<file path="config.mk">
export PLATFORM = sky130hd
export DESIGN_NAME = xpc_config
export DESIGN_NICKNAME = d
export VERILOG_FILES = /design/src/logic/xpc_pkg.sv /design/src/logic/xpc_config.sv /design/src/logic/xpc_fifo.sv
export SDC_FILE = /design/constraint.sdc
export NUM_CORES = 2
export LEC_CHECK = 0
export BUFFER_PORTS_ARGS = -buffer_cell sky130_fd_sc_hd__buf_2
export CORE_AREA = 8 8 475 477
export CTS_CLUSTER_SIZE = 40
export DETAILED_ROUTE_END_ITERATION = 8
export DIE_AREA = 0 0 483 485
export MAX_ROUTING_LAYER = met4
export PLACE_DENSITY = 0.38
export SLEW_MARGIN = 0
export SYNTH_ARGS = -nofsm -noshare
export SYNTH_HDL_FRONTEND = slang
export SYNTH_HIERARCHICAL = 1
export SYNTH_SLANG_ARGS = --single-unit
</file>
<file path="constraint.sdc">
create_clock -name I_CORE_CLK -period 3.47 [get_ports I_CORE_CLK]
set_clock_uncertainty 0.05 [all_clocks]
set_input_delay 0.1735 -clock I_CORE_CLK [delete_from_list [all_inputs] [get_ports I_CORE_CLK]]
set_output_delay 0.1735 -clock I_CORE_CLK [all_outputs]
set_load 0.05 [all_outputs]
</file>
<file path="src/logic/xpc_pkg.sv">
package xpc_pkg;

	// Array shape
	localparam int XPC_NUM_OUT  = 32;
	localparam int XPC_NUM_IN   = 32;
	localparam int XPC_SEL_W    = 5;
	localparam int XPC_SLOT_W   = 6;
	localparam int XPC_EN_BIT   = 5;
	localparam int XPC_CHAIN_W  = XPC_NUM_OUT * XPC_SLOT_W;
	localparam int XPC_GATE_W   = XPC_NUM_OUT * XPC_NUM_IN;

	// Command queue between pin sampling and the first rank
	localparam int XPC_FIFO_DEPTH = 16;
	localparam int XPC_KIND_W     = 2;
	localparam int XPC_CMD_W      = XPC_KIND_W + XPC_SEL_W + XPC_SLOT_W;
	localparam int XPC_CMD_KIND_LSB = XPC_SEL_W + XPC_SLOT_W;
	localparam int XPC_CMD_ADDR_LSB = XPC_SLOT_W;
	localparam int XPC_CMD_DATA_LSB = 0;

	localparam logic [XPC_KIND_W-1:0] XPC_KIND_SHIFT = 2'h1;
	localparam logic [XPC_KIND_W-1:0] XPC_KIND_SLOT  = 2'h2;
	localparam logic [XPC_KIND_W-1:0] XPC_KIND_BCAST = 2'h3;

	// Field positions in the synchronised pin vector
	localparam int XPC_PIN_W     = 17;
	localparam int XPC_PIN_SCLK  = 16;
	localparam int XPC_PIN_SDIN  = 15;
	localparam int XPC_PIN_WE    = 14;
	localparam int XPC_PIN_UPD   = 13;
	localparam int XPC_PIN_RSTN  = 12;
	localparam int XPC_PIN_SP    = 11;
	localparam int XPC_PIN_DATA  = 5;
	localparam int XPC_PIN_ADDR  = 0;

	// Values after reset
	localparam logic [XPC_PIN_W-1:0]   XPC_SYNC_RST  = 17'h00000;
	localparam logic [XPC_CHAIN_W-1:0] XPC_RANK_RST  = '0;
	localparam logic [XPC_GATE_W-1:0]  XPC_GATE_RST  = '0;

endpackage

</file>
<file path="src/logic/xpc_config.sv">
`timescale 1ns/10ps
// Operation
// RQ1: Reset pin low disables all outputs; first rank is kept as it was.
// RQ2: Broadcast mode writes the six data bits into all 32 slots.
// RQ3: Serial mode shifts the serial input bit in on each serial clock falling edge.
// RQ4: Each shifted bit leaves the serial output 192 serial clocks later.
// RQ5: Parallel mode writes the six data bits only into the addressed slot.
// RQ6: Strobe high with update low copies the first rank into the second.
// RQ7: Each output selects exactly one of 32 inputs, or none if disabled.
// RQ8: Serial output carries the end of the chain for daisy chaining.
// RQ9: Controller must shift a full image when loading serially.
// RQ10: Serial input is taken on the falling edge of the serial clock.
// RQ11: Stream starts at output 31, enable bit first, select bit 4 down.
// RQ12: A cleared enable bit disables the output and ignores its select.
// RQ13: Parallel and broadcast writes happen on the strobe falling edge.
module xpc_config
	import xpc_pkg::*;
#(
	parameter int FIFO_DEPTH = XPC_FIFO_DEPTH
) (
	input  wire logic                        I_CORE_CLK,
	input  wire logic                        I_RST,
	input  wire logic                        I_SERIAL_CLK,
	input  wire logic                        I_SERIAL_DATA_IN,
	input  wire logic                        I_WRITE_STROBE_N,
	input  wire logic                        I_UPDATE_N,
	input  wire logic                        I_RESET_N,
	input  wire logic                        I_SERIAL_PARALLEL_SELECT,
	input  wire logic [XPC_SLOT_W-1:0]       I_SLOT_CONFIG_BITS,
	input  wire logic [XPC_SEL_W-1:0]        I_OUTPUT_SLOT_SELECT,
	output logic                             O_SERIAL_DATA_OUT,
	output logic [XPC_NUM_OUT-1:0]           O_OUTPUT_ENABLE,
	output logic [XPC_NUM_OUT*XPC_SEL_W-1:0] O_INPUT_SELECT,
	output logic [XPC_GATE_W-1:0]            O_CROSSPOINT_GATE,
	output logic                             O_CMD_READY
);

	generate
		if (FIFO_DEPTH < 2) begin : g_bad_depth
			$error("xpc_config needs a command queue of at least 2");
		end
	endgenerate

	// One slot's gate row: one-hot on the selected input, empty if disabled
	function automatic logic [XPC_NUM_IN-1:0] xpc_gate_row(
		input logic [XPC_SLOT_W-1:0] slot
	);
		logic [XPC_NUM_IN-1:0] row;
		row = '0;
		if (slot[XPC_EN_BIT]) begin
			row = {{(XPC_NUM_IN-1){1'b0}}, 1'b1} << slot[XPC_SEL_W-1:0];
		end
		return row;
	endfunction

	logic [XPC_PIN_W-1:0]   pin_raw;
	logic [XPC_PIN_W-1:0]   sync1_reg;
	logic [XPC_PIN_W-1:0]   sync2_reg;
	logic                   sclk_prev_reg;
	logic                   we_prev_reg;
	logic                   sclk_s;
	logic                   sdin_s;
	logic                   we_s;
	logic                   upd_s;
	logic                   rstn_s;
	logic                   sp_s;
	logic [XPC_SLOT_W-1:0]  data_s;
	logic [XPC_SEL_W-1:0]   addr_s;
	logic                   sclk_fall;
	logic                   we_fall;
	logic                   shift_evt;
	logic                   slot_evt;
	logic                   bcast_evt;
	logic                   cmd_valid;
	logic [XPC_CMD_W-1:0]   cmd_data;
	logic [XPC_KIND_W-1:0]  cmd_kind;
	logic                   q_ready;
	logic                   q_valid;
	logic [XPC_CMD_W-1:0]   q_data;
	logic                   drain_ready;
	logic                   drain;
	logic [XPC_KIND_W-1:0]  q_kind;
	logic [XPC_SEL_W-1:0]   q_addr;
	logic [XPC_SLOT_W-1:0]  q_slot;
	logic                   update_go;
	logic [XPC_CHAIN_W-1:0] rank1_reg;
	logic [XPC_CHAIN_W-1:0] rank2_reg;
	logic [XPC_GATE_W-1:0]  gate_reg;
	logic                   sdo_reg;

	// Every control pin is asynchronous to the core clock
	assign pin_raw = {I_SERIAL_CLK, I_SERIAL_DATA_IN, I_WRITE_STROBE_N,
		I_UPDATE_N, I_RESET_N, I_SERIAL_PARALLEL_SELECT,
		I_SLOT_CONFIG_BITS, I_OUTPUT_SLOT_SELECT};

	always_ff @(posedge I_CORE_CLK) begin
		if (I_RST) begin
			sync1_reg <= XPC_SYNC_RST;
			sync2_reg <= XPC_SYNC_RST;
		end else begin
			sync1_reg <= pin_raw;
			sync2_reg <= sync1_reg;
		end
	end

	assign sclk_s = sync2_reg[XPC_PIN_SCLK];
	assign sdin_s = sync2_reg[XPC_PIN_SDIN];
	assign we_s   = sync2_reg[XPC_PIN_WE];
	assign upd_s  = sync2_reg[XPC_PIN_UPD];
	assign rstn_s = sync2_reg[XPC_PIN_RSTN];
	assign sp_s   = sync2_reg[XPC_PIN_SP];
	assign data_s = sync2_reg[XPC_PIN_DATA +: XPC_SLOT_W];
	assign addr_s = sync2_reg[XPC_PIN_ADDR +: XPC_SEL_W];

	// Reset to low so a strobe already low after reset is not an edge
	always_ff @(posedge I_CORE_CLK) begin
		if (I_RST) begin
			sclk_prev_reg <= 1'b0;
			we_prev_reg   <= 1'b0;
		end else begin
			sclk_prev_reg <= sclk_s;
			we_prev_reg   <= we_s;
		end
	end

	assign sclk_fall = sclk_prev_reg & ~sclk_s; // RQ10
	assign we_fall   = we_prev_reg & ~we_s; // RQ13

	// The three loading modes are exclusive: the strobe is high for shifts
	assign shift_evt = rstn_s & ~sp_s & we_s & sclk_fall; // RQ3
	assign slot_evt  = rstn_s & sp_s & we_fall; // RQ5
	assign bcast_evt = rstn_s & ~sp_s & we_fall; // RQ2
	assign cmd_valid = shift_evt | slot_evt | bcast_evt;

	always_comb begin
		cmd_kind = XPC_KIND_SHIFT;
		if (slot_evt) begin
			cmd_kind = XPC_KIND_SLOT;
		end else if (bcast_evt) begin
			cmd_kind = XPC_KIND_BCAST;
		end
	end

	// Shift commands carry the serial bit in the low data position
	assign cmd_data = {cmd_kind, addr_s,
		shift_evt ? {{(XPC_SLOT_W-1){1'b0}}, sdin_s} : data_s};

	// Edges that arrive with the queue full are lost; O_CMD_READY shows it
	assign O_CMD_READY = q_ready;

	xpc_fifo #(
		.WIDTH (XPC_CMD_W),
		.DEPTH (FIFO_DEPTH)
	) u_cmd_fifo (
		.i_clk      (I_CORE_CLK),
		.i_rst      (I_RST),
		.i_wr_valid (cmd_valid),
		.o_wr_ready (q_ready),
		.i_wr_data  (cmd_data),
		.o_rd_valid (q_valid),
		.i_rd_ready (drain_ready),
		.o_rd_data  (q_data)
	);

	// Queued writes wait while the reset pin is low instead of being dropped
	assign drain_ready = rstn_s;
	assign drain       = q_valid & drain_ready;
	assign q_kind      = q_data[XPC_CMD_KIND_LSB +: XPC_KIND_W];
	assign q_addr      = q_data[XPC_CMD_ADDR_LSB +: XPC_SEL_W];
	assign q_slot      = q_data[XPC_CMD_DATA_LSB +: XPC_SLOT_W];

	// Slot k sits at bits 6k+5..6k, so shifting up lands the first bit
	// in the enable of output 31 after a full image
	always_ff @(posedge I_CORE_CLK) begin
		if (I_RST) begin
			rank1_reg <= XPC_RANK_RST;
		end else if (drain) begin
			case (q_kind)
				XPC_KIND_SHIFT: begin
					rank1_reg <= {rank1_reg[XPC_CHAIN_W-2:0], q_slot[0]}; // RQ3 RQ11
				end
				XPC_KIND_SLOT: begin
					for (int k = 0; k < XPC_NUM_OUT; k++) begin
						if (k == int'(q_addr)) begin
							rank1_reg[k*XPC_SLOT_W +: XPC_SLOT_W] <= q_slot; // RQ5
						end
					end
				end
				XPC_KIND_BCAST: begin
					for (int k = 0; k < XPC_NUM_OUT; k++) begin
						rank1_reg[k*XPC_SLOT_W +: XPC_SLOT_W] <= q_slot; // RQ2
					end
				end
				default: begin
					rank1_reg <= rank1_reg;
				end
			endcase
		end
	end

	// The bit leaving the top on a shift is held here, giving 192 shifts
	always_ff @(posedge I_CORE_CLK) begin
		if (I_RST) begin
			sdo_reg <= 1'b0;
		end else if (drain && q_kind == XPC_KIND_SHIFT) begin
			sdo_reg <= rank1_reg[XPC_CHAIN_W-1]; // RQ4 RQ8
		end
	end

	assign O_SERIAL_DATA_OUT = sdo_reg;

	// Copy only once the queue is empty so every edge seen before is in
	assign update_go = rstn_s & we_s & ~upd_s & ~q_valid; // RQ6

	always_ff @(posedge I_CORE_CLK) begin
		if (I_RST || !rstn_s) begin
			rank2_reg <= XPC_RANK_RST; // RQ1
		end else if (update_go) begin
			rank2_reg <= rank1_reg; // RQ6
		end
	end

	// Gate grid costs one cycle after the second rank, but stays glitch free
	generate
		for (genvar o = 0; o < XPC_NUM_OUT; o++) begin : g_out
			always_ff @(posedge I_CORE_CLK) begin
				if (I_RST || !rstn_s) begin
					gate_reg[o*XPC_NUM_IN +: XPC_NUM_IN] <= '0; // RQ1
				end else begin
					gate_reg[o*XPC_NUM_IN +: XPC_NUM_IN] <=
						xpc_gate_row(rank2_reg[o*XPC_SLOT_W +: XPC_SLOT_W]); // RQ7 RQ12
				end
			end
			assign O_OUTPUT_ENABLE[o] =
				rank2_reg[o*XPC_SLOT_W + XPC_EN_BIT]; // RQ12
			assign O_INPUT_SELECT[o*XPC_SEL_W +: XPC_SEL_W] =
				rank2_reg[o*XPC_SLOT_W +: XPC_SEL_W];
		end
	endgenerate

	assign O_CROSSPOINT_GATE = gate_reg;

endmodule

</file>
<file path="src/logic/xpc_fifo.sv">
`timescale 1ns/10ps
module xpc_fifo
	import xpc_pkg::*;
#(
	parameter int WIDTH = XPC_CMD_W,
	parameter int DEPTH = XPC_FIFO_DEPTH
) (
	input  wire logic             i_clk,
	input  wire logic             i_rst,
	input  wire logic             i_wr_valid,
	output logic                  o_wr_ready,
	input  wire logic [WIDTH-1:0] i_wr_data,
	output logic                  o_rd_valid,
	input  wire logic             i_rd_ready,
	output logic [WIDTH-1:0]      o_rd_data
);

	localparam int AW = $clog2(DEPTH);
	localparam logic [AW:0] FULL_COUNT = DEPTH[AW:0];

	generate
		if (DEPTH < 2 || (DEPTH & (DEPTH - 1)) != 0) begin : g_bad_depth
			$error("xpc_fifo depth must be a power of two, at least 2");
		end
	endgenerate

	logic [WIDTH-1:0] mem_reg [DEPTH];
	logic [AW-1:0]    wr_ptr_reg;
	logic [AW-1:0]    rd_ptr_reg;
	logic [AW:0]      count_reg;
	logic             push;
	logic             pop;

	assign o_wr_ready = (count_reg != FULL_COUNT);
	assign o_rd_valid = (count_reg != '0);
	assign o_rd_data  = mem_reg[rd_ptr_reg];
	assign push       = i_wr_valid & o_wr_ready;
	assign pop        = o_rd_valid & i_rd_ready;

	always_ff @(posedge i_clk) begin
		if (push) begin
			mem_reg[wr_ptr_reg] <= i_wr_data;
		end
	end

	// Pointers wrap naturally because the depth is a power of two
	always_ff @(posedge i_clk) begin
		if (i_rst) begin
			wr_ptr_reg <= '0;
			rd_ptr_reg <= '0;
			count_reg  <= '0;
		end else begin
			if (push) begin
				wr_ptr_reg <= wr_ptr_reg + 1'b1;
			end
			if (pop) begin
				rd_ptr_reg <= rd_ptr_reg + 1'b1;
			end
			if (push & ~pop) begin
				count_reg <= count_reg + 1'b1;
			end else if (pop & ~push) begin
				count_reg <= count_reg - 1'b1;
			end
		end
	end

endmodule

</file>
==> summary.txt <==
Outcome
  • Status: complete, no violations

Logic synthesis
  • Distinct cells, synth: 53
  • Sequential element share of the synthesized area: 0.675
  • Largest area contributor in the netlist: dfxtp_1
  • Top post-synthesis cells by area: dfxtp_1 (56%), edfxtp_1 (12%), nor2_1 (7.9%), a21oi_1 (4.6%), nand2_1 (4.4%)
  • Share of the synthesized area in the top cell type: 0.556
  • #FFs+latches synth: 1,670
  • Mapped Area: 0.0526 sq mm
  • Mean Syn Cell Area: 10.5 sq um
  • Syn Nets: 5,063
  • Gate Count Post-Synth: 5,034
  • YS warnings: 6

STA
  • Highest clock rate: 303 MHz
  • Period utilization: 0.951
  • Final setup violation count: 0
  • Worst Max-Slew Pin Slew: 1.16 ns
  • Final min period: 3.30 ns
  • Final-report max-slew violation count: 0
  • RSZ-0062 raised after global routing: yes
  • Fin. Hold Viols: 0
  • Slew HR: 0.224

Setup path
  • Worst-path maximum fanout: 12
  • CP top delay family: simple AND/OR/NAND/NOR gates
  • CP arrival: 3.98 ns
  • Startpoint types: flop
  • Worst path bufs/invs: 2
  • Critical Path RT: 4.15 ns
  • FF-to-FF setup slack: 0.17 ns
  • Crit Path Class: flop to flop
  • Slowest stage delay, CP: 0.57 ns
  • Crit path max-delay cell type: or3_1
  • Critical Path Sink Type: flop
  • Critical-path cell list: buf_4, mux4_2, a22oi_1, nand2_1, or3_1, nand2_1, buf_4, a21oi_1, a211oi_1

Cells and area
  • Post-route insts no fill: 9,324
  • Layout Nets: 6,320
  • Commonest non-fill, non-tap cell in the layout: dfxtp_1
  • Area growth from synthesis to layout: 31.6%
  • Fin util: 0.318
  • Max reg flops: 1,024
  • Most frequent cells in the layout: dfxtp_1 (1,460), buf_2 (1,235), nor2_1 (1,105), nand2_1 (609), a21oi_1 (483)
  • Share of cells above drive strength 1: 0.283

Clocking
  • Worst skew pair latency: 0.85 ns
  • Clock Path Buffers: 3
  • Cts bufs inserted: 188
  • Clock slew at reported path FFs: 0.06 ns
  • CTS tree: done
  • CTS root buf: clkbuf_16
  • H-tree depth: 4
  • # clock sinks: 1,670

Floorplanning
  • Row count: 172
  • Initial core utilization: 0.241
  • Die Wd: 483 microns
  • Die H: 485 microns
  • Core Area: 0.218 sq mm
  • Ports: 1,237
  • Full die area: 0.234 sq mm

Placed design
  • Final Wtd Congestion: 0.845
  • Dpl hpwl: 167 mm
  • Post-placement cell count: 8,919
  • IO Port Bufs: 1,236

Route
  • 1st-pass router iterations: 5
  • DRC viols: 0
  • WL/cell: 23.7 microns
  • DR vias/cell: 4.35
  • DRT antenna net count: 0
  • DRT Wirelength: 221 mm
  • Initial drt markers: 2,555
  • Via count: 40,529

Global route
  • Vias in the first global route: 41,638
  • Initial antenna violation count: 6
  • First-pass GRT wire length: 314 mm
  • Largest net degree at the start of global routing: 90
  • Tot GR Track Use: 0.186
  • Grt ovf: 0

Power and ir drop
  • Power, Total: 41.0 mW
  • Lkg Pwr: 28.1 nW
  • Maximum vdd drop: 0.502 mV
  • P per Cell Area: 592 mW/mm^2

Min path
  • HP Class: input port to flop

Run
  • Max-cap check violation count: 0
path summary, 6_finish.rpt:
| path | from | depth (start not counted) | to |
|---|---|---|---|
| worst max-delay path | flop | 9 | rank1_reg[8]$_SDFFE_PP0P_ |
| worst min-delay path | I_RST | 3 | sync2_reg[12]$_SDFF_PP0_ |
| worst max register to register | flop | 9 | rank1_reg[8]$_SDFFE_PP0P_ |
| worst min register to register | sync1_reg[12]$_SDFF_PP0_ | 1 | sync2_reg[12]$_SDFF_PP0_ |
area by class of cell:
cell class                      count  area (sq um)
Timing Repair Buffer             1394          7740
Tap cell                         2871          3590
Antenna cell                        6          15.0
Clock buffer                      266          5490
Inverter                           11          48.8
Fill cell                       22748        149000
Multi-Input combinational cell   3026         15700
Sequential cell                  1670         35500
Clock inverter                     80          1150
per-layer routing:
metal  vias up  GRT usage  share of wire
li1      19279          -              -
met1     19765      0.230           0.44
met2      1201      0.301           0.47
met3       284     0.0492          0.063
met4         0     0.0530          0.027
met5         -          -              0
power breakdown:
group | switching, mW | leakage (nW) | total, mW | internal [mW]
combinational | 0.293 | 11.2 | 0.434 | 0.141
sequential | 0.0233 | 13.7 | 19.6 | 19.6
clock | 8.45 | 3.24 | 21.0 | 12.6
total | 8.77 | 28.1 | 41.0 | 32.3
worst reg2reg max path: stages, from the launching register on:
cell,delay (ns)
dfxtp_2,0.35
buf_4,0.27
mux4_2,0.55
a22oi_1,0.24
nand2_1,0.23
or3_1,0.57
nand2_1,0.40
buf_4,0.22
a21oi_1,0.06
a211oi_1,0.23
stage by stage:
stage / setup TNS (ns) / hold WS (ns) / worst slack [ns] / area [sq um]
after global placement: 0 / 0.344 / 0.000556 / 62100
after floorplan: 0 / 0.252 / 0.273 / 52600
final: 0 / 0.279 / 0.168 / 69300
after detailed placement: -0.00421 / 0.342 / -0.00421 / 62100
after global routing: -0.0207 / 0.281 / -0.0207 / 69300
after CTS: 0 / 0.217 / 0.126 / 69200
cells by family (layout without fill, tap and decap cells):
kind of cell	Yosys count	in the layout	share of synthesized area
buf+inv	338	1751	0.0280
other cells	0	6	0
mux	57	57	0.0233
simple gates	2222	2222	0.181
compound gates	729	729	0.0889
flops	1670	1670	0.675
fa+ha+maj	10	10	0.00252
xor+xnor	8	8	0.00133
synthesized netlist by cell type, drive strengths merged:
cell,instances
and3,33
and3b,1
nand3,68
nor4b,1
a22oi,26
clkbuf,171
dfxtp,1462
nand2,611
nor4bb,1
nor2,1106
nand4b,1
fa,1
o21ai,3
a221oi,8
nand2b,110
or4,1
nand4,1
nor3b,35
inv,11
nand3b,16
a31oi,1
a21oi,485
mux2,2
or3b,4
a211oi,201
o211ai,4
and2,31
nor4,6
ha,9
xor2,5
mux2i,3
mux4,52
nor3,78
or3,4
edfxtp,208
nor2b,91
buf,156
a21o,1
or2,23
xnor2,3
repair_timing:
item,CTS,global route
hold buffers,47,0
endpoints found under the hold margin,60,0
resized for setup,0,3
setup endpoints to repair,5,21
pin swaps,0,2
setup buffers,3,3
No activity file was read; power rests on OpenSTA's default activity.
